File: config.mk
export PLATFORM = sky130hd
export DESIGN_NAME = lcs_sequencer
export DESIGN_NICKNAME = d
export VERILOG_FILES = /design/src/lcs_pkg.sv /design/src/lcs_sequencer.sv
export VERILOG_INCLUDE_DIRS = /design/src
export SDC_FILE = /design/constraint.sdc
export NUM_CORES = 1
export LEC_CHECK = 0
export BUFFER_PORTS_ARGS = -buffer_cell sky130_fd_sc_hd__buf_2
export CORE_ASPECT_RATIO = 2
export CORE_UTILIZATION = 53
export DETAILED_ROUTE_END_ITERATION = 8
export PLACE_DENSITY = 0.71
export SYNTH_ARGS = -nofsm -noshare
export SYNTH_HDL_FRONTEND = slang
export SYNTH_SLANG_ARGS = --single-unit
File: constraint.sdc
create_clock -name clock -period 2.6 [get_ports clock]
set_input_delay 0.13 -clock clock [delete_from_list [all_inputs] [get_ports clock]]
set_output_delay 0.13 -clock clock [all_outputs]
set_load 0.005 [all_outputs]
File: src/lcs_map.svh
/*
  Constants for the segment LCD common sequencer: level codes, mode codes,
  display geometry and the LCD clock tick period.
  Assumes it is included by bare name by the design module, the glass model and the bench.
*/
`ifndef LCS_MAP_SVH
`define LCS_MAP_SVH

`define LCS_NUM_SEG 40
`define LCS_NUM_COM 4
`define LCS_SEG_ADDR_FIRST 6'h00
`define LCS_SEG_ADDR_LAST 6'h27
`define LCS_LVL_GROUND 2'h0
`define LCS_LVL_LOWER 2'h1
`define LCS_LVL_UPPER 2'h2
`define LCS_LVL_TOP 2'h3
`define LCS_SLOTS_STATIC 2'h0
`define LCS_SLOTS_TWO 2'h1
`define LCS_SLOTS_THREE 2'h2
`define LCS_SLOTS_FOUR 2'h3
`define LCS_BIAS_NONE 2'h0
`define LCS_BIAS_HALF 2'h1
`define LCS_BIAS_THIRD 2'h2
`define LCS_FRAME_SLOTS_FOUR 3'h4
`define LCS_LCD_CLK_NS 1000
`define LCS_CLK_NS 8
`define LCS_TICK_CYCLES ((`LCS_LCD_CLK_NS) / (`LCS_CLK_NS))

`endif

File: src/lcs_pkg.sv
/*
  Types for the segment LCD common sequencer.
  Assumes lcs_map.svh is on the include path.
*/
package lcs_pkg;
  typedef logic [1:0] lcs_level_t;

  typedef enum logic [1:0] {
    LCS_STATIC = 2'h0,
    LCS_TWO = 2'h1,
    LCS_THREE = 2'h2,
    LCS_FOUR = 2'h3
  } lcs_slots_e;

  typedef enum logic [1:0] {
    LCS_NO_BIAS = 2'h0,
    LCS_HALF_BIAS = 2'h1,
    LCS_THIRD_BIAS = 2'h2,
    LCS_BIAS_RSVD = 2'h3
  } lcs_bias_e;

  typedef struct packed {
    lcs_slots_e slots;
    lcs_bias_e bias;
  } lcs_cfg_s;

  // Slot walk, Gray coded along the usual path
  typedef enum logic [1:0] {
    LCS_SLOT0 = 2'b00,
    LCS_SLOT1 = 2'b01,
    LCS_SLOT2 = 2'b11,
    LCS_SLOT3 = 2'b10
  } lcs_slot_e;

  typedef struct packed {
    lcs_level_t [3:0] com;
    lcs_level_t [39:0] seg;
  } lcs_drive_s;
endpackage

File: src/lcs_sequencer.sv
/*
  Segment LCD common/segment drive sequencer. Emits a two-bit level select
  per common and segment pin to an external analog switch array.
  Assumes display memory is written by a separate port on this clock, and
  that configuration is quasi-static; lcd_tick width from the tick counter.
*/
`timescale 1ns/1ps
`include "lcs_map.svh"

////////////////////////////////////////////////////////////////////////////
// What this block does
// - Half bias: common top/ground, idle mid
// - Third bias: idle levels alternate, segments swing
// - Four-slot frame lasts four LCD clocks
// - Static mode: all commons identical
// - Polarity reverses every frame
// - Bit k selects during common k slot
// - Static mode uses only bit 0
// - Two-slot mode ignores bits 2, 3
// - Three-slot mode ignores bit 3
// - Bytes 00H-27H map to segments 0-39
// - One is select, zero deselect
// - Commons activate in ascending order, repeat
module lcs_sequencer (
  // Clock and reset
  input wire logic clock,
  input wire logic rst_b,
  // Configuration
  input wire lcs_pkg::lcs_cfg_s cfg,
  // Display memory write port
  input wire logic mem_we,
  input wire logic [5:0] mem_addr,
  input wire logic [3:0] mem_wdata,
  // Drive outputs
  output lcs_pkg::lcs_drive_s drive,
  output logic frame_start
);

  localparam int TICK_CYCLES = (`LCS_TICK_CYCLES < 1) ? 1 : `LCS_TICK_CYCLES;

  // Only the low nibble is stored; high bits have no storage
  logic [3:0] mem_r [`LCS_NUM_SEG];
  logic [3:0] mem_nxt [`LCS_NUM_SEG];
  logic [15:0] tick_cnt_r, tick_cnt_nxt;
  lcs_pkg::lcs_slot_e slot_r, slot_nxt;
  logic phase_r, phase_nxt;
  lcs_pkg::lcs_cfg_s cfg_r, cfg_nxt;
  lcs_pkg::lcs_drive_s drive_nxt;
  logic frame_start_nxt;
  logic tick;
  logic [1:0] slot_idx;
  logic [1:0] last_idx;

  ////////////////////////////////////////////////////////////////////////////
  always_comb begin
    for (int i = 0; i < `LCS_NUM_SEG; i++) begin
      mem_nxt[i] = mem_r[i];
    end
    // Byte offset i drives segment pin i
    if (mem_we && mem_addr <= `LCS_SEG_ADDR_LAST) begin
      mem_nxt[mem_addr] = mem_wdata;
    end
  end

  ////////////////////////////////////////////////////////////////////////////
  always_comb begin
    unique case (slot_r)
      lcs_pkg::LCS_SLOT0: slot_idx = 2'h0;
      lcs_pkg::LCS_SLOT1: slot_idx = 2'h1;
      lcs_pkg::LCS_SLOT2: slot_idx = 2'h2;
      lcs_pkg::LCS_SLOT3: slot_idx = 2'h3;
    endcase
    // Static counts as one slot, so last index equals mode code
    last_idx = cfg.slots;
  end

  assign tick = (tick_cnt_r == 16'(TICK_CYCLES - 1));

  always_comb begin
    cfg_nxt = cfg;
    tick_cnt_nxt = tick ? 16'h0000 : tick_cnt_r + 16'h0001;
    slot_nxt = slot_r;
    phase_nxt = phase_r;
    frame_start_nxt = 1'b0;
    if (cfg != cfg_r) begin
      // Restart cleanly so a half-built frame never puts DC on glass
      tick_cnt_nxt = 16'h0000;
      slot_nxt = lcs_pkg::LCS_SLOT0;
      phase_nxt = 1'b0;
      frame_start_nxt = 1'b1;
    end else if (tick) begin
      // Ascending commons, wrap at slot count
      if (slot_idx >= last_idx) begin
        slot_nxt = lcs_pkg::LCS_SLOT0;
        phase_nxt = ~phase_r;
        frame_start_nxt = 1'b1;
      end else begin
        unique case (slot_r)
          lcs_pkg::LCS_SLOT0: slot_nxt = lcs_pkg::LCS_SLOT1;
          lcs_pkg::LCS_SLOT1: slot_nxt = lcs_pkg::LCS_SLOT2;
          lcs_pkg::LCS_SLOT2: slot_nxt = lcs_pkg::LCS_SLOT3;
          lcs_pkg::LCS_SLOT3: slot_nxt = lcs_pkg::LCS_SLOT0;
        endcase
      end
    end
  end

  ////////////////////////////////////////////////////////////////////////////
  // Level encoding
  always_comb begin
    logic com_act;
    logic seg_sel;
    logic [3:0] nib;
    com_act = 1'b0;
    seg_sel = 1'b0;
    nib = 4'h0;
    drive_nxt = '0;
    for (int c = 0; c < `LCS_NUM_COM; c++) begin
      // Static: every common active, identical
      com_act = (cfg_r.slots == lcs_pkg::LCS_STATIC) || (2'(c) == slot_idx);
      if (com_act) begin
        drive_nxt.com[c] = phase_r ? `LCS_LVL_GROUND : `LCS_LVL_TOP;
      end else if (cfg_r.bias == lcs_pkg::LCS_THIRD_BIAS) begin
        drive_nxt.com[c] = phase_r ? `LCS_LVL_UPPER : `LCS_LVL_LOWER;
      end else begin
        // Both mid supplies are tied in half bias, lower code used
        drive_nxt.com[c] = `LCS_LVL_LOWER;
      end
    end
    for (int s = 0; s < `LCS_NUM_SEG; s++) begin
      nib = mem_r[s];
      // Slot index never reaches unused bits in shorter modes
      seg_sel = (cfg_r.slots == lcs_pkg::LCS_STATIC) ? nib[0] : nib[slot_idx];
      if (seg_sel || cfg_r.bias != lcs_pkg::LCS_THIRD_BIAS) begin
        // Select opposes the common; deselect follows it
        drive_nxt.seg[s] = (seg_sel ^ phase_r) ? `LCS_LVL_GROUND : `LCS_LVL_TOP;
      end else begin
        drive_nxt.seg[s] = phase_r ? `LCS_LVL_LOWER : `LCS_LVL_UPPER;
      end
    end
  end

  ////////////////////////////////////////////////////////////////////////////
  always_ff @(posedge clock or negedge rst_b) begin
    if (!rst_b) begin
      for (int i = 0; i < `LCS_NUM_SEG; i++) begin
        mem_r[i] <= 4'h0;
      end
      tick_cnt_r <= 16'h0000;
      slot_r <= lcs_pkg::LCS_SLOT0;
      phase_r <= 1'b0;
      cfg_r <= '0;
      drive <= '0;
      frame_start <= 1'b0;
    end else begin
      mem_r <= mem_nxt;
      tick_cnt_r <= tick_cnt_nxt;
      slot_r <= slot_nxt;
      phase_r <= phase_nxt;
      cfg_r <= cfg_nxt;
      drive <= drive_nxt;
      frame_start <= frame_start_nxt;
    end
  end

  ////////////////////////////////////////////////////////////////////////////
  property p_four_frame;
    @(posedge clock) disable iff (!rst_b)
    (tick && slot_r == lcs_pkg::LCS_SLOT3 && cfg == cfg_r
     && cfg_r.slots == lcs_pkg::LCS_FOUR) |=> slot_r == lcs_pkg::LCS_SLOT0 && frame_start;
  endproperty
  a_four_frame: assert property (p_four_frame) else $error("four slot wrap");

  property p_restart;
    @(posedge clock) disable iff (!rst_b)
    (cfg != cfg_r) |=> slot_r == lcs_pkg::LCS_SLOT0 && tick_cnt_r == 16'h0000;
  endproperty
  a_restart: assert property (p_restart) else $error("config restart");

  property p_static_same;
    @(posedge clock) disable iff (!rst_b)
    (cfg_r.slots == lcs_pkg::LCS_STATIC && $stable(cfg_r)) |=>
      drive.com[0] == drive.com[1] && drive.com[0] == drive.com[3]
      && drive.com[1] == drive.com[2];
  endproperty
  a_static_same: assert property (p_static_same) else $error("static commons");

  property p_ascend;
    @(posedge clock) disable iff (!rst_b)
    (tick && cfg == cfg_r && slot_idx < last_idx) |=> slot_idx == $past(slot_idx) + 2'h1;
  endproperty
  a_ascend: assert property (p_ascend) else $error("slot order");

  property p_flip;
    @(posedge clock) disable iff (!rst_b)
    (frame_start && $past(cfg) == $past(cfg_r)) |-> phase_r != $past(phase_r);
  endproperty
  a_flip: assert property (p_flip) else $error("polarity flip");

  property p_half_idle;
    @(posedge clock) disable iff (!rst_b)
    ($stable(cfg_r) && cfg_r.bias == lcs_pkg::LCS_HALF_BIAS && cfg_r.slots == lcs_pkg::LCS_FOUR
     && slot_idx != 2'h0 && $stable(slot_r)) |=> drive.com[0] == `LCS_LVL_LOWER;
  endproperty
  a_half_idle: assert property (p_half_idle) else $error("half bias idle");

  property p_sel_opp;
    @(posedge clock) disable iff (!rst_b)
    (cfg_r.slots == lcs_pkg::LCS_FOUR && mem_r[0][slot_idx] && $stable(slot_r)
     && $stable(cfg_r) && !mem_we) |=> drive.seg[0] == ~drive.com[$past(slot_idx)];
  endproperty
  a_sel_opp: assert property (p_sel_opp) else $error("select opposes common");

  property p_third_seg;
    @(posedge clock) disable iff (!rst_b)
    (cfg_r.bias == lcs_pkg::LCS_THIRD_BIAS && cfg_r.slots == lcs_pkg::LCS_FOUR && !mem_r[1][slot_idx]
     && $stable(cfg_r)) |=> drive.seg[1] inside {`LCS_LVL_LOWER, `LCS_LVL_UPPER};
  endproperty
  a_third_seg: assert property (p_third_seg) else $error("third bias deselect");

  c_four: cover property (@(posedge clock) disable iff (!rst_b)
    cfg_r.slots == lcs_pkg::LCS_FOUR && frame_start);
  c_static: cover property (@(posedge clock) disable iff (!rst_b)
    cfg_r.slots == lcs_pkg::LCS_STATIC && frame_start);
  c_restart: cover property (@(posedge clock) disable iff (!rst_b) cfg != cfg_r);
endmodule

=== After elaboration in Yosys (flattened, before gate mapping) ===
Index checks and enable logic that the tools add are counted.

* Add/sub/neg operators: 1
* Order comparisons: 5
* Equality and inequality tests: 10
* Muxes and demuxes: 224
* Bitwise logic cells: 42
* Reductions and logical operators: 52

{| class="wikitable"
|+ Operator list
! kind !! number
|-
| $mux W2 || 91
|-
| $bwmux W160 || 1
|-
| $mux W1 || 86
|-
| $bmux W1 S2 || 40
|-
| $logic_or A1 B1 Y1 || 44
|-
| $xor A1 B1 Y1 || 40
|-
| $mux W16 || 2
|-
| $demux W4 S6 || 1
|-
| $add A16 B1 Y16 const B || 1
|-
| $eq A16 B7 Y1 const B || 1
|-
| $pmux W2 S4 || 2
|-
| $ge A7 B7 Y1 const B || 1
|-
| $lt A7 B1 Y1 const B || 1
|-
| $not A6 Y7 || 1
|-
| $eq A2 B2 Y1 const B || 3
|-
| $le A6 B6 Y1 const B || 1
|-
| $logic_not A2 Y1 || 3
|-
| $eq A2 B2 Y1 const A || 2
|-
| $mux W4 || 1
|-
| $ne A4 B4 Y1 || 1
|-
| $reduce_bool A2 Y1 || 2
|-
| $lt A2 B3 Y1 const B || 1
|-
| $eq A1 B2 Y1 const A || 1
|-
| $eq A2 B1 Y1 const B || 1
|-
| 5 further kinds || 6
|}

* Register bits after elaboration: 272
* Bits of input ports: 17
* Output and inout port bits: 89
* Word-level logic and storage cells: 424

=== Longest topological paths before layout ===
* Depth in word-level cells: 8
* Depth in mapped cells: 9
* Mapped depth without buffers: 9

=== Worst setup path after synthesis ===
No wires, ideal clock.

* Path type: register to register
* Start: reg slot_r[1]
* End: reg drive[0] (netlist name)
* Arrival: 1882 ps
* Required time: 2454 ps
* Setup slack: 572 ps
* Cell stages (with the launch flop): 9
* Period minus slack after synthesis: 2028 ps
* Path through: dfrtp_1 > inv_1 > ha_1 > nor4_1 > buf_2 > buf_4 > o2bb2ai_1 > a211oi_2 > xor2_1

{| class="wikitable"
|+ RTL lines
! element !! RTL line !! RTL
|-
| start: declaration || lcs_sequencer.sv:45 || <nowiki>lcs_pkg::lcs_slot_e slot_r, slot_nxt;</nowiki>
|-
| start signal: assignment || lcs_sequencer.sv:150 || <nowiki>slot_r <= lcs_pkg::LCS_SLOT0;</nowiki>
|-
| start signal: assignment || lcs_sequencer.sv:158 || <nowiki>slot_r <= slot_nxt;</nowiki>
|-
| end signal: assignment || lcs_sequencer.sv:161 || <nowiki>drive <= drive_nxt;</nowiki>
|-
| end: declaration || lcs_sequencer.sv:35 || <nowiki>output lcs_pkg::lcs_drive_s drive,</nowiki>
|}

==> results.py <==
metrics = {
    "sta": {
        "setup_viol": 0,
        "final.period_utilization_pct": 91.1,
        "hold_violations": 0,
        "final.min_clock_period_ns": 2.37,
        "fin_setup_tns_ns": 0,
        "clock_skew_ns": 0.0146,
        "drv_slew": 0,
        "rsz0062_at_grt": "false",
        "tightest_slew_ns": 0.892,
        "setup_ws_ns": 0.233,
        "slew_headroom_pct": 40.5,
        "fmax_mhz": 422,
    },
    "min_path": {
        "hp-class": "in -> reg",
    },
    "clocking": {
        "clock-sinks": 272,
        "cts_tree": "yes",
        "h-tree-depth": 1,
        "clk_latency_ns": 0.54,
        "clock_path_buffers": 3,
        "cts_buffers": 25,
        "clk_pin_slew_ns": 0.07,
        "root_buffer": "clkbuf_16",
        "postCtsSetupRepairBufs": 0,
    },
    "setup_path": {
        "critPathCapture": "drive[26]",
        "critical_path_peak_fanout": 15,
        "cp.required_ns": 3.04,
        "cp-end-kind": "flip-flop",
        "rrSetupSlack_ns": 0.23,
        "rr_worst_depth": 8,
        "crit_type": "reg -> reg",
        "r2r-end": "drive[26]",
        "rr_startpoint": "slot_r[1]",
        "worstPathArrival_ns": 2.80,
        "worstSetupStartpoint": "slot_r[1]",
        "startpoint_type": "flip-flop",
    },
    "pwr": {
        "p_per_area_mw_per_mm2": 708,
        "vdd.ir_drop.worst_uv": 474,
        "p_leak_uw": 0.00613,
        "switching_share_pct": 24.5,
        "pwr-share-comb_pct": 11.9,
        "power.switching_uw": 2410,
        "seqPwrFrac_pct": 50.9,
        "cellInternalPower_uw": 7430,
        "pwr-share-clk_pct": 37.2,
    },
    "detailed_routing": {
        "antenna_left": 0,
        "drc": 0,
        "routed.top_layer": "met4",
        "via_count": 7399,
        "dr.pass1.iters": 4,
        "met1_length_um": 10100,
        "drtIter0Drc": 275,
        "vias_per_cell": 5.64,
        "avgRoutedWirePerCell_um": 19.7,
        "met2_length_um": 14400,
        "wl_um": 25800,
        "dr_wl_met3_um": 861,
    },
    "placed_design": {
        "dp.final_hpwl_um": 16600,
        "portBuffers": 105,
        "pre_cts_slack_ns": 0.253,
        "gp_congestion": 0.812,
    },
    "synth": {
        "synthTopCellsByArea": "dfrtp_1, mux2_2, xor2_1",
        "syn-instance-count": 906,
        "synth.distinct_cells": 41,
        "syn_nets": 933,
        "syn_area_mm2": 0.0121,
        "yosys_register_bits": 272,
        "synth-main-ff-cell": "dfrtp_1",
        "yosys.area.top_type": "dfrtp_1",
        "yosysWarnings": 0,
        "async_flop_share_pct": 100,
        "syn_area_per_cell_um2": 13.3,
        "synth_top_area_share_pct": 56.4,
        "synth.yosys.seq_area_share_pct": 56.4,
        "synth_edf_count": 0,
    },
    "finish": {
        "antenna_cells": 0,
        "area_growth_pct": 15.2,
        "finish.net_count": 1043,
        "layout_common_cells": "dfrtp_1, mux2_2, buf_2, xor2_1, nor2_1",
        "final_common_cell": "dfrtp_1",
        "drive_above_1_share_pct": 36.8,
        "post-route-util_pct": 62.5,
    },
    "floorplanning": {
        "core_area_mm2": 0.0223,
        "fp-row-count": 77,
        "die_area_mm2": 0.0234,
        "initial_core_util_pct": 54.2,
        "die_y_um": 215,
        "die_w_um": 109,
        "io_pins": 106,
    },
    "global_route": {
        "grt_max_degree": 91,
        "globalRouteOverflowTotal": 0,
        "antenna_found_initial": 0,
        "grt_pass1_vias": 7893,
        "grt_first_pass_wirelength_um": 42200,
        "gr-usage-all-layers_pct": 23.5,
    },
    "run_status": {
        "outcome": "finished clean",
    },
    "job": {
        "drv_cap": 0,
    },
}
-- power by group through the flow --
stage | Sequential [µW] | Combinational (µW) | Clock (µW)
4_1_cts | 5010 | 1200 | 3760
3_5_place_dp | 5090 | 1190 | 0
5_1_grt | 5070 | 1310 | 3900
2_1_floorplan | 5040 | 702 | 0
6_report | 5010 | 1170 | 3660
3_3_place_gp | 5070 | 1160 | 0
-- critical path: stages, from the launching register on --
cell       delay, ns
dfrtp_1         0.44
inv_1           0.12
ha_1            0.20
o21ba_2         0.49
buf_12          0.23
mux2i_1         0.20
o2bb2ai_1       0.12
a211oi_2        0.22
xor2_1          0.23
-- sequential cells by signal, summed over array words and instances (netlist names) --
name         flops
tick_cnt_r      16
phase_r          1
slot_r           2
frame_start      1
drive           88
cfg_r            4
mem_r          160
-- synth_stat cells (2+ instances only) --
cell,count
xnor2_1,3
and2_1,2
xor2_1,96
nand4_1,2
inv_1,7
nand2_1,33
a21oi_1,42
and4_1,3
buf_6,5
mux2i_1,44
clkbuf_1,30
buf_1,5
o31ai_1,4
ha_1,10
o2bb2ai_1,38
nor4_1,4
and3_1,3
nor3b_1,4
o21ai_2,2
a211oi_2,37
buf_4,4
nor2_1,48
o21bai_1,2
nand2b_1,3
mux2_2,161
dfrtp_1,272
nand3_1,9
buf_2,10
nor3_1,6
nor2b_1,3
nand3b_1,4
-- per-stage QoR --
stage	hold slack [ns]	cells	power [µW]	instance area, µm²
after CTS	0.134	1311	9970	13900
final	0.157	1311	9840	13900
after floorplan	-0.166	906	5750	12100
after global placement	0.207	1260	6230	13000
after detailed placement	0.213	1260	6280	13000
after global routing	0.212	1311	10300	13900
-- cell type report --
class                   count  area [µm²]
flip-flops and latches    272        6810
fillers                  1739        8350
inverters                   7        26.3
well taps                 276         345
repair buffers            137         913
clock inverters            10        81.3
clock buffers              36         737
multi-input cells         573        4990
-- per-layer routing --
layer / vias up / global-route usage (%)
li1: 3414 / -
met1: 3829 / 28.3
met2: 122 / 42.9
met3: 34 / 2.81
met4: 0 / 7.12
met5: - / 0
-- cell families after synthesis --
logic type	count (synthesis)	synth area share (%)
DFF	272	56.4
muxes	205	18.7
AOI/OAI and AO/OA	132	9.29
and+or+nand+nor	127	4.96
xor gates and xnor gates	99	7.19
buffers and inverters	61	2.44
adders and majority gates	10	1.04
-- repair_timing --
action,CTS,global route
endpoints found under the hold margin,88,0
gates resized for setup,0,0
hold buffers,5,0
endpoints found under the setup margin,0,0
-- worst min path at each step --
stage | startpoint | end | slack (ns) | cells after the start
global placement | rst_b | drive[26] | 0.21 | 1
detailed placement | rst_b | mem_r[82] | 0.21 | 1
global route | mem_addr[2] | mem_r[31] | 0.21 | 4
CTS | mem_addr[2] | mem_r[31] | 0.13 | 4
finish | mem_addr[1] | mem_r[31] | 0.16 | 4
floorplan | rst_b | cfg_r[0] | -0.17 | 0
No activity file was read; power rests on OpenSTA's default activity.
